<file path="src/als_regs_pkg.sv">
// constants for the ambient-light and backlight parameter register bank
package als_regs_pkg;
    localparam logic [15:0] ADDR_AMB_HIGH = 16'h5a00;
    localparam logic [15:0] ADDR_AMB_LOW = 16'h5b00;
    localparam logic [15:0] ADDR_MED_HIGH = 16'h5c00;
    localparam logic [15:0] ADDR_MED_LOW = 16'h5d00;
    localparam logic [15:0] ADDR_FLOOR_WR = 16'h5e00;
    localparam logic [15:0] ADDR_FLOOR_RD = 16'h5f00;
    localparam logic [15:0] ADDR_COEFF_WR_HI = 16'h6500;
    localparam logic [15:0] ADDR_COEFF_WR_LO = 16'h6501;
    localparam logic [15:0] ADDR_COEFF_RD_HI = 16'h6600;
    localparam logic [15:0] ADDR_COEFF_RD_LO = 16'h6700;
    localparam logic [15:0] ADDR_BW_LOW = 16'h7000;
    localparam logic [15:0] ADDR_BLACK_X = 16'h7100;
    localparam logic [7:0] BYTE_ZERO = 8'h00;
    localparam logic [7:0] FLOOR_RESET = 8'h00;
    localparam logic [15:0] COEFF_RESET = 16'h8000;
    localparam logic [9:0] COORD_ZERO = 10'h000;
    localparam int COORD_TOP = 9;
    localparam int COORD_HIGH_LSB = 2;
endpackage : als_regs_pkg

</file>
<file path="src/als_pair_lock.sv">
// lock, refresh and release of one 16-bit sample read as two bytes
`timescale 1ns/1ps
`default_nettype none
module als_pair_lock (
    input wire logic clock, // system clock
    input wire logic rstn, // async reset, active low
    input wire logic [15:0] sample, // live sensor sample
    input wire logic enable, // ambient sensing enable
    input wire logic cmd_valid, // one-cycle command strobe
    input wire logic is_high, // command is the high-byte read
    input wire logic is_low, // command is the low-byte read
    output logic [7:0] rd_byte // byte returned for high or low read
);
    typedef enum logic [1:0] {
        LK_IDLE = 2'b00,
        LK_HIGH = 2'b01,
        LK_LOW = 2'b10
    } lock_t;

    lock_t state_r;
    logic [15:0] held_r;

    // on the first half the whole pair is captured; the second half reads held copy
    always_ff @(posedge clock or negedge rstn) begin
        if (!rstn) begin
            state_r <= LK_IDLE;
            held_r <= {als_regs_pkg::BYTE_ZERO, als_regs_pkg::BYTE_ZERO};
        end else if (cmd_valid) begin
            case (state_r)
                LK_IDLE: begin
                    held_r <= sample;
                    state_r <= is_high ? LK_HIGH : (is_low ? LK_LOW : LK_IDLE);
                end
                LK_HIGH: begin
                    if (is_low) begin
                        state_r <= LK_IDLE;
                    end else if (is_high) begin
                        held_r <= sample;
                    end else begin
                        state_r <= LK_IDLE;
                    end
                end
                LK_LOW: begin
                    if (is_high) begin
                        state_r <= LK_IDLE;
                    end else if (is_low) begin
                        held_r <= sample;
                    end else begin
                        state_r <= LK_IDLE;
                    end
                end
                default: state_r <= LK_IDLE;
            endcase
        end
    end

    // byte answered in the same cycle as the command, from the pair it freezes
    logic [15:0] view;
    always_comb begin
        view = sample;
        if ((state_r == LK_HIGH && is_low) || (state_r == LK_LOW && is_high)) begin
            view = held_r;
        end
        if (!enable) begin
            rd_byte = als_regs_pkg::BYTE_ZERO;
        end else if (is_high) begin
            rd_byte = view[15:8];
        end else begin
            rd_byte = view[7:0];
        end
    end
endmodule : als_pair_lock
`default_nettype wire

</file>
<file path="src/als_param_regs.sv">
// command-addressed ambient-light, backlight floor, coefficient and colour registers
`timescale 1ns/1ps
`default_nettype none
module als_param_regs (
    input wire logic clock, // 100 MHz system clock
    input wire logic rstn, // async reset, active low
    input wire logic soft_reset, // one-cycle software reset pulse
    input wire logic cmd_valid, // one-cycle command strobe
    input wire logic cmd_write, // 1 write, 0 read
    input wire logic [15:0] cmd_addr, // 16-bit command address
    input wire logic [15:0] cmd_wdata, // write data, upper byte ignored
    input wire logic sense_enable, // ambient sensing enable from display control
    input wire logic [15:0] ambient_light_value, // filtered sensor sample
    input wire logic [15:0] median_ambient_value, // median-filtered sample
    input wire logic [9:0] black_x_rom, // black x from reprogrammable_rom
    input wire logic [9:0] black_y_rom, // black y from reprogrammable_rom
    input wire logic [9:0] white_x_coord_rom, // white x from reprogrammable_rom
    input wire logic [9:0] white_y_coord_rom, // white y from reprogrammable_rom
    input wire logic rom_programmed, // reprogrammable_rom holds valid data
    output logic [7:0] rd_data, // read byte, registered
    output logic rd_valid, // one-cycle read answer strobe
    output logic [7:0] backlight_floor_level, // content_adaptive_backlight floor
    output logic [15:0] light_comp_coeff // light compensation coefficient
);
    logic sync1_r;
    logic sync2_r;
    logic sense_en;
    logic rd_cmd;
    logic wr_cmd;
    logic hit_amb_high;
    logic hit_amb_low;
    logic hit_med_high;
    logic hit_med_low;
    logic hit_floor_wr;
    logic hit_floor_rd;
    logic hit_coeff_wr_hi;
    logic hit_coeff_wr_lo;
    logic hit_coeff_rd_hi;
    logic hit_coeff_rd_lo;
    logic hit_bw_low;
    logic hit_black_x;
    logic floor_we;
    logic coeff_hi_we;
    logic coeff_lo_we;
    logic sensor_hit;
    logic param_hit;
    logic colour_hit;
    logic [7:0] amb_byte;
    logic [7:0] med_byte;
    logic [7:0] sensor_byte;
    logic [7:0] param_byte;
    logic [7:0] colour_byte;
    logic [7:0] bw_low_byte;
    logic [7:0] black_x_byte;
    logic [7:0] floor_r;
    logic [7:0] coeff_hi_r;
    logic [7:0] coeff_lo_r;
    logic [9:0] bkx_r;
    logic [9:0] bky_r;
    logic [9:0] wx_r;
    logic [9:0] wy_r;
    logic reload_r;
    logic [7:0] rd_nxt;

    // sensing enable crosses from elsewhere; two flops before any use
    always_ff @(posedge clock or negedge rstn) begin
        if (!rstn) begin
            sync1_r <= 1'b0;
            sync2_r <= 1'b0;
        end else begin
            sync1_r <= sense_enable;
            sync2_r <= sync1_r;
        end
    end
    assign sense_en = sync2_r;

    // no power-state gating: every command is accepted except in a soft_reset cycle
    assign rd_cmd = cmd_valid && !cmd_write && !soft_reset;
    assign wr_cmd = cmd_valid && cmd_write && !soft_reset;

    function automatic logic hit(input logic [15:0] a, input logic [15:0] b);
        hit = (a == b);
    endfunction : hit

    // an unprogrammed rom reads as zero rather than as whatever it powers up with
    function automatic logic [9:0] rom_or_zero(input logic valid, input logic [9:0] value);
        rom_or_zero = valid ? value : als_regs_pkg::COORD_ZERO;
    endfunction : rom_or_zero

    // every command address is compared once, here
    assign hit_amb_high = hit(cmd_addr, als_regs_pkg::ADDR_AMB_HIGH);
    assign hit_amb_low = hit(cmd_addr, als_regs_pkg::ADDR_AMB_LOW);
    assign hit_med_high = hit(cmd_addr, als_regs_pkg::ADDR_MED_HIGH);
    assign hit_med_low = hit(cmd_addr, als_regs_pkg::ADDR_MED_LOW);
    assign hit_floor_wr = hit(cmd_addr, als_regs_pkg::ADDR_FLOOR_WR);
    assign hit_floor_rd = hit(cmd_addr, als_regs_pkg::ADDR_FLOOR_RD);
    assign hit_coeff_wr_hi = hit(cmd_addr, als_regs_pkg::ADDR_COEFF_WR_HI);
    assign hit_coeff_wr_lo = hit(cmd_addr, als_regs_pkg::ADDR_COEFF_WR_LO);
    assign hit_coeff_rd_hi = hit(cmd_addr, als_regs_pkg::ADDR_COEFF_RD_HI);
    assign hit_coeff_rd_lo = hit(cmd_addr, als_regs_pkg::ADDR_COEFF_RD_LO);
    assign hit_bw_low = hit(cmd_addr, als_regs_pkg::ADDR_BW_LOW);
    assign hit_black_x = hit(cmd_addr, als_regs_pkg::ADDR_BLACK_X);

    assign floor_we = wr_cmd && hit_floor_wr;
    assign coeff_hi_we = wr_cmd && hit_coeff_wr_hi;
    assign coeff_lo_we = wr_cmd && hit_coeff_wr_lo;
    // read groups are one-hot by address, so the final mux needs no care for order
    assign sensor_hit = hit_amb_high || hit_amb_low || hit_med_high || hit_med_low;
    assign param_hit = hit_floor_rd || hit_coeff_rd_hi || hit_coeff_rd_lo;
    assign colour_hit = hit_bw_low || hit_black_x;

    als_pair_lock u_amb (
        .clock(clock),
        .rstn(rstn),
        .sample(ambient_light_value),
        .enable(sense_en),
        .cmd_valid(cmd_valid),
        .is_high(rd_cmd && hit_amb_high),
        .is_low(rd_cmd && hit_amb_low),
        .rd_byte(amb_byte)
    );

    als_pair_lock u_med (
        .clock(clock),
        .rstn(rstn),
        .sample(median_ambient_value),
        .enable(sense_en),
        .cmd_valid(cmd_valid),
        .is_high(rd_cmd && hit_med_high),
        .is_low(rd_cmd && hit_med_low),
        .rd_byte(med_byte)
    );

    // backlight floor, reset by hardware or software reset
    always_ff @(posedge clock or negedge rstn) begin
        if (!rstn) begin
            floor_r <= als_regs_pkg::FLOOR_RESET;
        end else if (soft_reset) begin
            floor_r <= als_regs_pkg::FLOOR_RESET;
        end else if (floor_we) begin
            floor_r <= cmd_wdata[7:0];
        end
    end

    // coefficient: each parameter byte goes to its own half as it arrives, so a
    // host that stops after the high byte leaves the low half as it was
    always_ff @(posedge clock or negedge rstn) begin
        if (!rstn) begin
            coeff_hi_r <= als_regs_pkg::COEFF_RESET[15:8];
        end else if (soft_reset) begin
            coeff_hi_r <= als_regs_pkg::COEFF_RESET[15:8];
        end else if (coeff_hi_we) begin
            coeff_hi_r <= cmd_wdata[7:0];
        end
    end

    // low half is written at its own address
    always_ff @(posedge clock or negedge rstn) begin
        if (!rstn) begin
            coeff_lo_r <= als_regs_pkg::COEFF_RESET[7:0];
        end else if (soft_reset) begin
            coeff_lo_r <= als_regs_pkg::COEFF_RESET[7:0];
        end else if (coeff_lo_we) begin
            coeff_lo_r <= cmd_wdata[7:0];
        end
    end

    // colour coordinates reload one cycle after any reset, since the rom
    // value may not be a constant at the asynchronous edge
    always_ff @(posedge clock or negedge rstn) begin
        if (!rstn) begin
            reload_r <= 1'b1;
        end else begin
            reload_r <= soft_reset;
        end
    end

    // each coordinate is reloaded on its own; all four follow the same rule
    always_ff @(posedge clock or negedge rstn) begin
        if (!rstn) begin
            bkx_r <= als_regs_pkg::COORD_ZERO;
        end else if (reload_r) begin
            bkx_r <= rom_or_zero(rom_programmed, black_x_rom);
        end
    end

    always_ff @(posedge clock or negedge rstn) begin
        if (!rstn) begin
            bky_r <= als_regs_pkg::COORD_ZERO;
        end else if (reload_r) begin
            bky_r <= rom_or_zero(rom_programmed, black_y_rom);
        end
    end

    always_ff @(posedge clock or negedge rstn) begin
        if (!rstn) begin
            wx_r <= als_regs_pkg::COORD_ZERO;
        end else if (reload_r) begin
            wx_r <= rom_or_zero(rom_programmed, white_x_coord_rom);
        end
    end

    always_ff @(posedge clock or negedge rstn) begin
        if (!rstn) begin
            wy_r <= als_regs_pkg::COORD_ZERO;
        end else if (reload_r) begin
            wy_r <= rom_or_zero(rom_programmed, white_y_coord_rom);
        end
    end

    // sensor reads come from the lock units, which already apply the enable
    always_comb begin
        sensor_byte = als_regs_pkg::BYTE_ZERO;
        if (hit_amb_high || hit_amb_low) begin
            sensor_byte = amb_byte;
        end else if (hit_med_high || hit_med_low) begin
            sensor_byte = med_byte;
        end
    end

    // parameter reads carry no lock, so the coefficient halves come in any order
    always_comb begin
        param_byte = als_regs_pkg::BYTE_ZERO;
        if (hit_floor_rd) begin
            param_byte = floor_r;
        end else if (hit_coeff_rd_hi) begin
            param_byte = coeff_hi_r;
        end else if (hit_coeff_rd_lo) begin
            param_byte = coeff_lo_r;
        end
    end

    // low bits of all four coordinates share one byte
    assign bw_low_byte = {bkx_r[1:0], bky_r[1:0], wx_r[1:0], wy_r[1:0]};
    assign black_x_byte = bkx_r[als_regs_pkg::COORD_TOP:als_regs_pkg::COORD_HIGH_LSB];

    // colour bytes are fixed after the reload; no lock applies to them
    always_comb begin
        colour_byte = als_regs_pkg::BYTE_ZERO;
        if (hit_bw_low) begin
            colour_byte = bw_low_byte;
        end else if (hit_black_x) begin
            colour_byte = black_x_byte;
        end
    end

    // unmapped reads answer zero
    always_comb begin
        rd_nxt = als_regs_pkg::BYTE_ZERO;
        if (sensor_hit) begin
            rd_nxt = sensor_byte;
        end else if (param_hit) begin
            rd_nxt = param_byte;
        end else if (colour_hit) begin
            rd_nxt = colour_byte;
        end
    end

    // the answer strobe is one cycle; the byte stands until the next read
    always_ff @(posedge clock or negedge rstn) begin
        if (!rstn) begin
            rd_valid <= 1'b0;
        end else begin
            rd_valid <= rd_cmd;
        end
    end

    // a write leaves the last read byte in place
    always_ff @(posedge clock or negedge rstn) begin
        if (!rstn) begin
            rd_data <= als_regs_pkg::BYTE_ZERO;
        end else if (rd_cmd) begin
            rd_data <= rd_nxt;
        end
    end

    assign backlight_floor_level = floor_r;
    assign light_comp_coeff = {coeff_hi_r, coeff_lo_r};
endmodule : als_param_regs
`default_nettype wire

</file>
<file path="config.mk">
export PLATFORM = sky130hd
export DESIGN_NAME = als_param_regs
export DESIGN_NICKNAME = d
export VERILOG_FILES = /design/src/als_regs_pkg.sv /design/src/als_pair_lock.sv /design/src/als_param_regs.sv
export SDC_FILE = /design/constraint.sdc
export NUM_CORES = 1
export LEC_CHECK = 0
export ABC_CLOCK_PERIOD_IN_PS = 2300
export BUFFER_PORTS_ARGS = -buffer_cell sky130_fd_sc_hd__buf_2
export CAP_MARGIN = 20
export CORE_ASPECT_RATIO = 1.2
export CORE_MARGIN = 4
export CORE_UTILIZATION = 52
export DETAILED_ROUTE_END_ITERATION = 16
export PLACE_DENSITY = 0.8
export REMOVE_ABC_BUFFERS = 1
export SYNTH_ARGS = -nofsm -noshare
export SYNTH_HDL_FRONTEND = slang
export SYNTH_HIERARCHICAL = 1
export SYNTH_SLANG_ARGS = --single-unit
</file>
<file path="constraint.sdc">
create_clock -name clock -period 2.3 [get_ports clock]
set_clock_uncertainty 0.05 [all_clocks]
set_input_delay 0 -clock clock [delete_from_list [all_inputs] [get_ports clock]]
set_output_delay 0 -clock clock [all_outputs]
set_load 0.05 [all_outputs]
</file>
==> impl_metrics.tcl, run 1 <==
set metrics [dict create \
    max-slew-margin-rel 0.579 \
    antenna_found_initial 1 \
    setup_viol 8 \
    rsz0062_at_grt "true" \
    final_cell_mix "buf_2, dfrtp_1, dlygate4sd3_1, a21oi_1, buf_4" \
    grt_pass1_wl_um 25000 \
    dieArea_um2 11000 \
    nets 790 \
    grt_usage 0.293 \
    post-route-period-util 1.08 \
    cp.arrival_ns 2.70 \
    wl_um 15800 \
    criticalPathCategory "primary input to flop" \
    io_pins 144 \
    max_freq_ghz 0.401 \
    start_util 0.535 \
    ir_worst_vdd_mv 0.433 \
    drive_gt1_frac 0.361 \
    h-tree-depth 3 \
    cts_buffer_depth 2 \
    critPathRequiredTime_ns 2.50 \
    syn-cell-area_um2 4890 \
    clk_pin_slew_ns 0.09 \
    cts_root_buf "clkbuf_8" \
    worstSetupStartpoint "cmd_addr[5]" \
    ys_ff_latch 88 \
    portBuffers 111 \
    worstHoldStart "rom_programmed" \
    cp_max_fo 9 \
    drc 0 \
    dpl_cell_area_um2 5770 \
    dr.pass1.iters 6 \
    period_needed_ns 2.49 \
    numCtsBuffers 9 \
    regArea_um2 2200 \
    fin_util 0.756 \
    grt_pass1_vias 4990 \
    layout_commonest_cell "buf_2" \
    finalInstanceArea_um2 6900 \
    powerDensity_nw_per_um2 516 \
    die_w_um 96.5 \
    maxSlewViolCount 0 \
    ys_warn_count 6 \
    fin_worst_hold_slack_ns 0.0173 \
    drt_iter0_drc 501 \
    seq_area_frac_synth 0.451 \
    grt_max_degree 48 \
    synth_cells 471 \
    status "complete, but fails checks" \
    grt_overflow_total 0 \
    cp-end-kind "flop" \
    cts_tree "built" \
    final_antenna_net_count 0 \
    clock_latency_ns 0.37 \
    dieHeight_um 114 \
    multiInputGateArea_um2 2580 \
    num_vias 4978 \
    routedWlPerCell_um 19.7 \
    syn_area_per_cell_um2 10.4 \
    synth_edf_count 0 \
    place_congestion 0.913 \
    tightest_slew_ns 0.627 \
    vias_per_cell 6.18 \
    netlist-cell-type-count 47 \
    setup_ws_ns -0.195 \
    finalHoldViolCount 0 \
    r2r_start "u_amb/state_r[0]" \
    hold_path.class "primary input to flop" \
    ys.flop_type "dfrtp_1" \
    p_leak_nw 2.99 \
    violations "negative setup slack" \
    nFillCells 635 \
    placementRows 38 \
    cts.sinks 88 \
    hpwl_um 10800 \
    max_cap_violations 0 \
    async_reset_ff_frac 1.00 \
    core_area_um2 9130 \
    area_growth_syn_to_layout_pct 41.2 \
    worstSetupStartpointType "primary input" \
]
## repair_timing
action	4_1_cts	5_1_grt
endpoints found under the hold margin	119	0
hold buffers	72	0
cloned	1	0
resized for setup	26	9
pin swaps	13	7
endpoints found under the setup margin	8	8
setup buffers	3	3
## registers in the layout, indices dropped and copies added, names as in the netlist, 8 cells and up
name / count
coeff_hi_r: 8
u_med/held_r: 16
u_amb/held_r: 16
backlight_floor_level: 8
bkx_r: 10
coeff_lo_r: 8
rd_data: 8
## worst paths after layout
check	to	slack (ns)	depth (start not counted)
setup / recovery	rd_data[6]	-0.19	16
hold / removal	bky_r[1]	0.02	3
setup reg to reg	rd_data[6]	0.08	10
hold reg to reg	sense_en	0.31	0
max in group asynchronous	bkx_r[7]	1.42	3
min in group asynchronous	u_med/held_r[1]	0.13	2
## power breakdown
part	total [mW]	leakage, nW	switching [mW]	internal, mW
clock network	1.16	0.111	0.585	0.572
registers	1.73	1.11	0.0777	1.65
logic	0.670	1.77	0.355	0.315
## kinds of logic after synthesis
| group | synth area share |
|---|---|
| buffers and inverters | 0.0502 |
| AO/OA/AOI/OAI | 0.193 |
| flip-flops | 0.451 |
| AND/OR/NAND/NOR | 0.165 |
| multiplexers | 0.140 |
## worst max-delay path, stage by stage
cell and delay (ns):
buf_6 0.09, or4_4 0.55, nor4_4 0.14, buf_4 0.16, nand3_4 0.10, nor2_4 0.15, nand3b_1 0.10, buf_6 0.16
o21ai_4 0.15, buf_4 0.19, buf_6 0.09, mux2i_2 0.22, a21oi_1 0.14, o22ai_2 0.23, a31o_2 0.20, a21oi_2 0.03
## cell usage after synthesis (all sizes together) (3+ instances only)
master / n / area, um2
dfrtp: 86 / 2150
a21oi: 50 / 250
mux2: 40 / 526
o21ai: 38 / 205
nand3: 27 / 135
clkbuf: 20 / 75.1
inv: 19 / 71.3
or3: 19 / 119
mux2i: 16 / 160
nand4: 16 / 100
o311ai: 16 / 140
o31ai: 16 / 120
nand2: 15 / 58.8
buf: 13 / 98.8
nor2: 13 / 48.8
a222oi: 8 / 80.1
a31oi: 8 / 50.1
a22o: 7 / 61.3
nand2b: 6 / 37.5
nor3: 5 / 35.0
nor4: 5 / 91.3
nor2b: 4 / 25.0
nor3b: 4 / 30.0
nand3b: 3 / 22.5
## per-stage QoR
stage / power, mW / std cells / TNS, ns / setup slack, ns
final: 3.56 / 805 / -0.891 / -0.195
after global routing: 3.68 / 805 / -2.17 / -0.318
after CTS: 3.55 / 801 / -0.697 / -0.127
after detailed placement: 2.31 / 709 / -17.34 / -1.02
after global placement: 2.29 / 709 / -14.04 / -0.887
after floorplan: 2.02 / 438 / -55.73 / -1.49
## area by class of cell
cell class / instances / share of cell area
repair buffers: 229 / 0.243
diodes: 1 / 0.000363
inverters: 19 / 0.0103
multi-input cells: 332 / 0.374
clock inverters: 5 / 0.00889
clock buffers: 11 / 0.0219
flip-flops and latches: 88 / 0.320
well taps: 120 / 0.0218
## layer usage
layer | wire length [um] | track usage | share of wire
met5 | 0 | 0 | 0
met4 | 914 | 0.167 | 0.058
met3 | 1260 | 0.0487 | 0.079
met2 | 7740 | 0.473 | 0.49
met1 | 5930 | 0.369 | 0.37
Power figures use the tool's default switching activity.
==> run 2, diff against run 1 <==
--- a/config.mk
+++ b/config.mk
@@ -11,9 +11,11 @@
 export CORE_ASPECT_RATIO = 1.2
 export CORE_MARGIN = 4
 export CORE_UTILIZATION = 52
+export CTS_BUF_LIST = sky130_fd_sc_hd__clkbuf_16
 export DETAILED_ROUTE_END_ITERATION = 16
 export PLACE_DENSITY = 0.8
 export REMOVE_ABC_BUFFERS = 1
+export SKIP_CTS_REPAIR_TIMING = 1
 export SYNTH_ARGS = -nofsm -noshare
 export SYNTH_HDL_FRONTEND = slang
 export SYNTH_HIERARCHICAL = 1
==> run 2 against run 1 <==
Effect of this change: the run ends with negative hold slack, negative setup slack left; sequential cell count is the same; sequential power about the same; wire length is 0.20% lower; first-iteration DRC count is 17% lower; critical path type unchanged; maximum frequency decreased by 7.4%; largest power group unchanged; highest routed layer unchanged; register-to-register slack worse by 0.11 ns; critical path depth increased by 1; combinational power decreased by 2%.
==> impl_metrics.tcl, run 2 (synthesis results as in run 1) <==
set metrics [dict create \
    status "complete, but fails checks" \
    violations "negative hold slack, negative setup slack" \
    final_antenna_net_count 0 \
    crit_slowest_cell "or4_4" \
    whs_path_depth 3 \
    r2r_cells 11 \
    period_needed_ns 2.69 \
    final_cell_mix "buf_2, dfrtp_1, dlygate4sd3_1, a21oi_1, buf_4" \
    rr_endpoint "rd_data[6]" \
    grt_pass1_wl_um 22600 \
    place_congestion 0.913 \
    hold_path.class "primary input to flop" \
    p_leak_nw 3.02 \
    h-tree-depth 3 \
    clock_latency_ns 0.35 \
    nets 780 \
    placementRows 38 \
    drt_iter0_drc 414 \
    fin_worst_hold_slack_ns -0.0126 \
    layout_commonest_cell "buf_2" \
    post-route-period-util 1.17 \
    vias_per_cell 6.16 \
    critPathRequiredTime_ns 2.47 \
    num_vias 4894 \
    numCtsBuffers 9 \
    portBuffers 111 \
    cp-end-kind "flop" \
    maxSlewViolCount 0 \
    dr.pass1.iters 7 \
    cts.sinks 88 \
    cts_root_buf "clkbuf_16" \
    cp.arrival_ns 2.86 \
    core_area_um2 9130 \
    grt_usage 0.268 \
    max_cap_violations 0 \
    die_w_um 96.5 \
    drive_gt1_frac 0.366 \
    worstSetupStartpointType "primary input" \
    worstHoldStart "cmd_write" \
    preCtsSetupSlack_ns -1.02 \
    rsz0062_at_grt "true" \
    cts_buffer_depth 2 \
    insertedDiodeCount 0 \
    dieHeight_um 114 \
    max-slew-margin-rel 0.541 \
    ir_worst_vdd_mv 0.402 \
    tightest_slew_ns 0.688 \
    max_stage_delay_ns 0.55 \
    io_pins 144 \
    powerDensity_nw_per_um2 561 \
    start_util 0.535 \
    setup_ws_ns -0.394 \
    reg2reg_slack_ns -0.03 \
    r2r_start "u_amb/state_r[0]" \
    dieArea_um2 11000 \
    grt_overflow_total 0 \
    routedWlPerCell_um 19.9 \
    setup_viol 8 \
    fin_util 0.754 \
    grt_pass1_vias 4494 \
    antenna_found_initial 0 \
    drc 0 \
    total_power_mw 3.86 \
    path_cells "buf_6, or4_4, nor4_4, buf_4, nand3_4, nor2_4, nand3b_1, buf_6, o21ai_4, buf_4, buf_6, buf_4, mux2i_2, a21oi_1, o22ai_1, a31o_2, a21oi_1" \
    reg_top3 "u_amb/held_r (16), u_med/held_r (16), bkx_r (10)" \
    wl_um 15800 \
    cp_max_fo 9 \
    area_growth_syn_to_layout_pct 40.8 \
    max_freq_ghz 0.371 \
    holdPathEnd "coeff_hi_r[6]" \
    finalHoldViolCount 4 \
    hpwl_um 10800 \
    clk_pin_slew_ns 0.07 \
    tns_ns -1.91 \
    criticalPathCategory "primary input to flop" \
    cts_tree "built" \
    grt_max_degree 48 \
]
-- run 2: worst max path at each step --
stage | cells past startpoint | start | to
6_report | 17 | cmd_addr[5] | rd_data[6]
5_1_grt | 17 | cmd_addr[5] | rd_data[6]
4_1_cts | 13 | cmd_addr[5] | rd_data[7]
3_5_place_dp | 14 | cmd_addr[5] | rd_data[6]
3_3_place_gp | 13 | cmd_addr[5] | rd_data[2]
2_1_floorplan | 7 | cmd_addr[5] | u_med/held_r[0]
-- run 2: cell type report --
class,count,area [um2]
fill,639,2250
sequential,88,2200
timing repair buffer,219,1570
clock buffer,9,225
tap,120,150
multi-input combinational,332,2590
inverter,19,71.3
clock inverter,7,68.8
-- run 2: power breakdown --
group / leakage (nW) / switching, mW / total [mW] / internal, mW
combinational: 1.76 / 0.352 / 0.656 / 0.304
clock: 0.146 / 0.624 / 1.47 / 0.844
sequential: 1.11 / 0.0777 / 1.73 / 1.65
-- run 2: routing by layer --
metal  part of all wire  global-route usage
met1               0.39               0.350
met4              0.040               0.136
met3              0.065              0.0473
met5                  0                   0
met2               0.50               0.425
-- run 2: worst max-delay path, delay by kind of cell --
kind | cells | cell delay (ns)
and+or+nand+nor | 5 | 1.08
muxes | 1 | 0.21
buffers and inverters | 6 | 0.76
AOI/OAI and AO/OA | 5 | 0.81
-- run 2: metrics by stage --
stage               area [um2]  cells  hold WS (ns)
floorplan                 4710    438        -0.346
finish                    6880    794       -0.0126
global placement          5770    709       0.00315
CTS                       6060    725        -0.356
global route              6880    794       0.00102
detailed placement        5770    709       0.00716
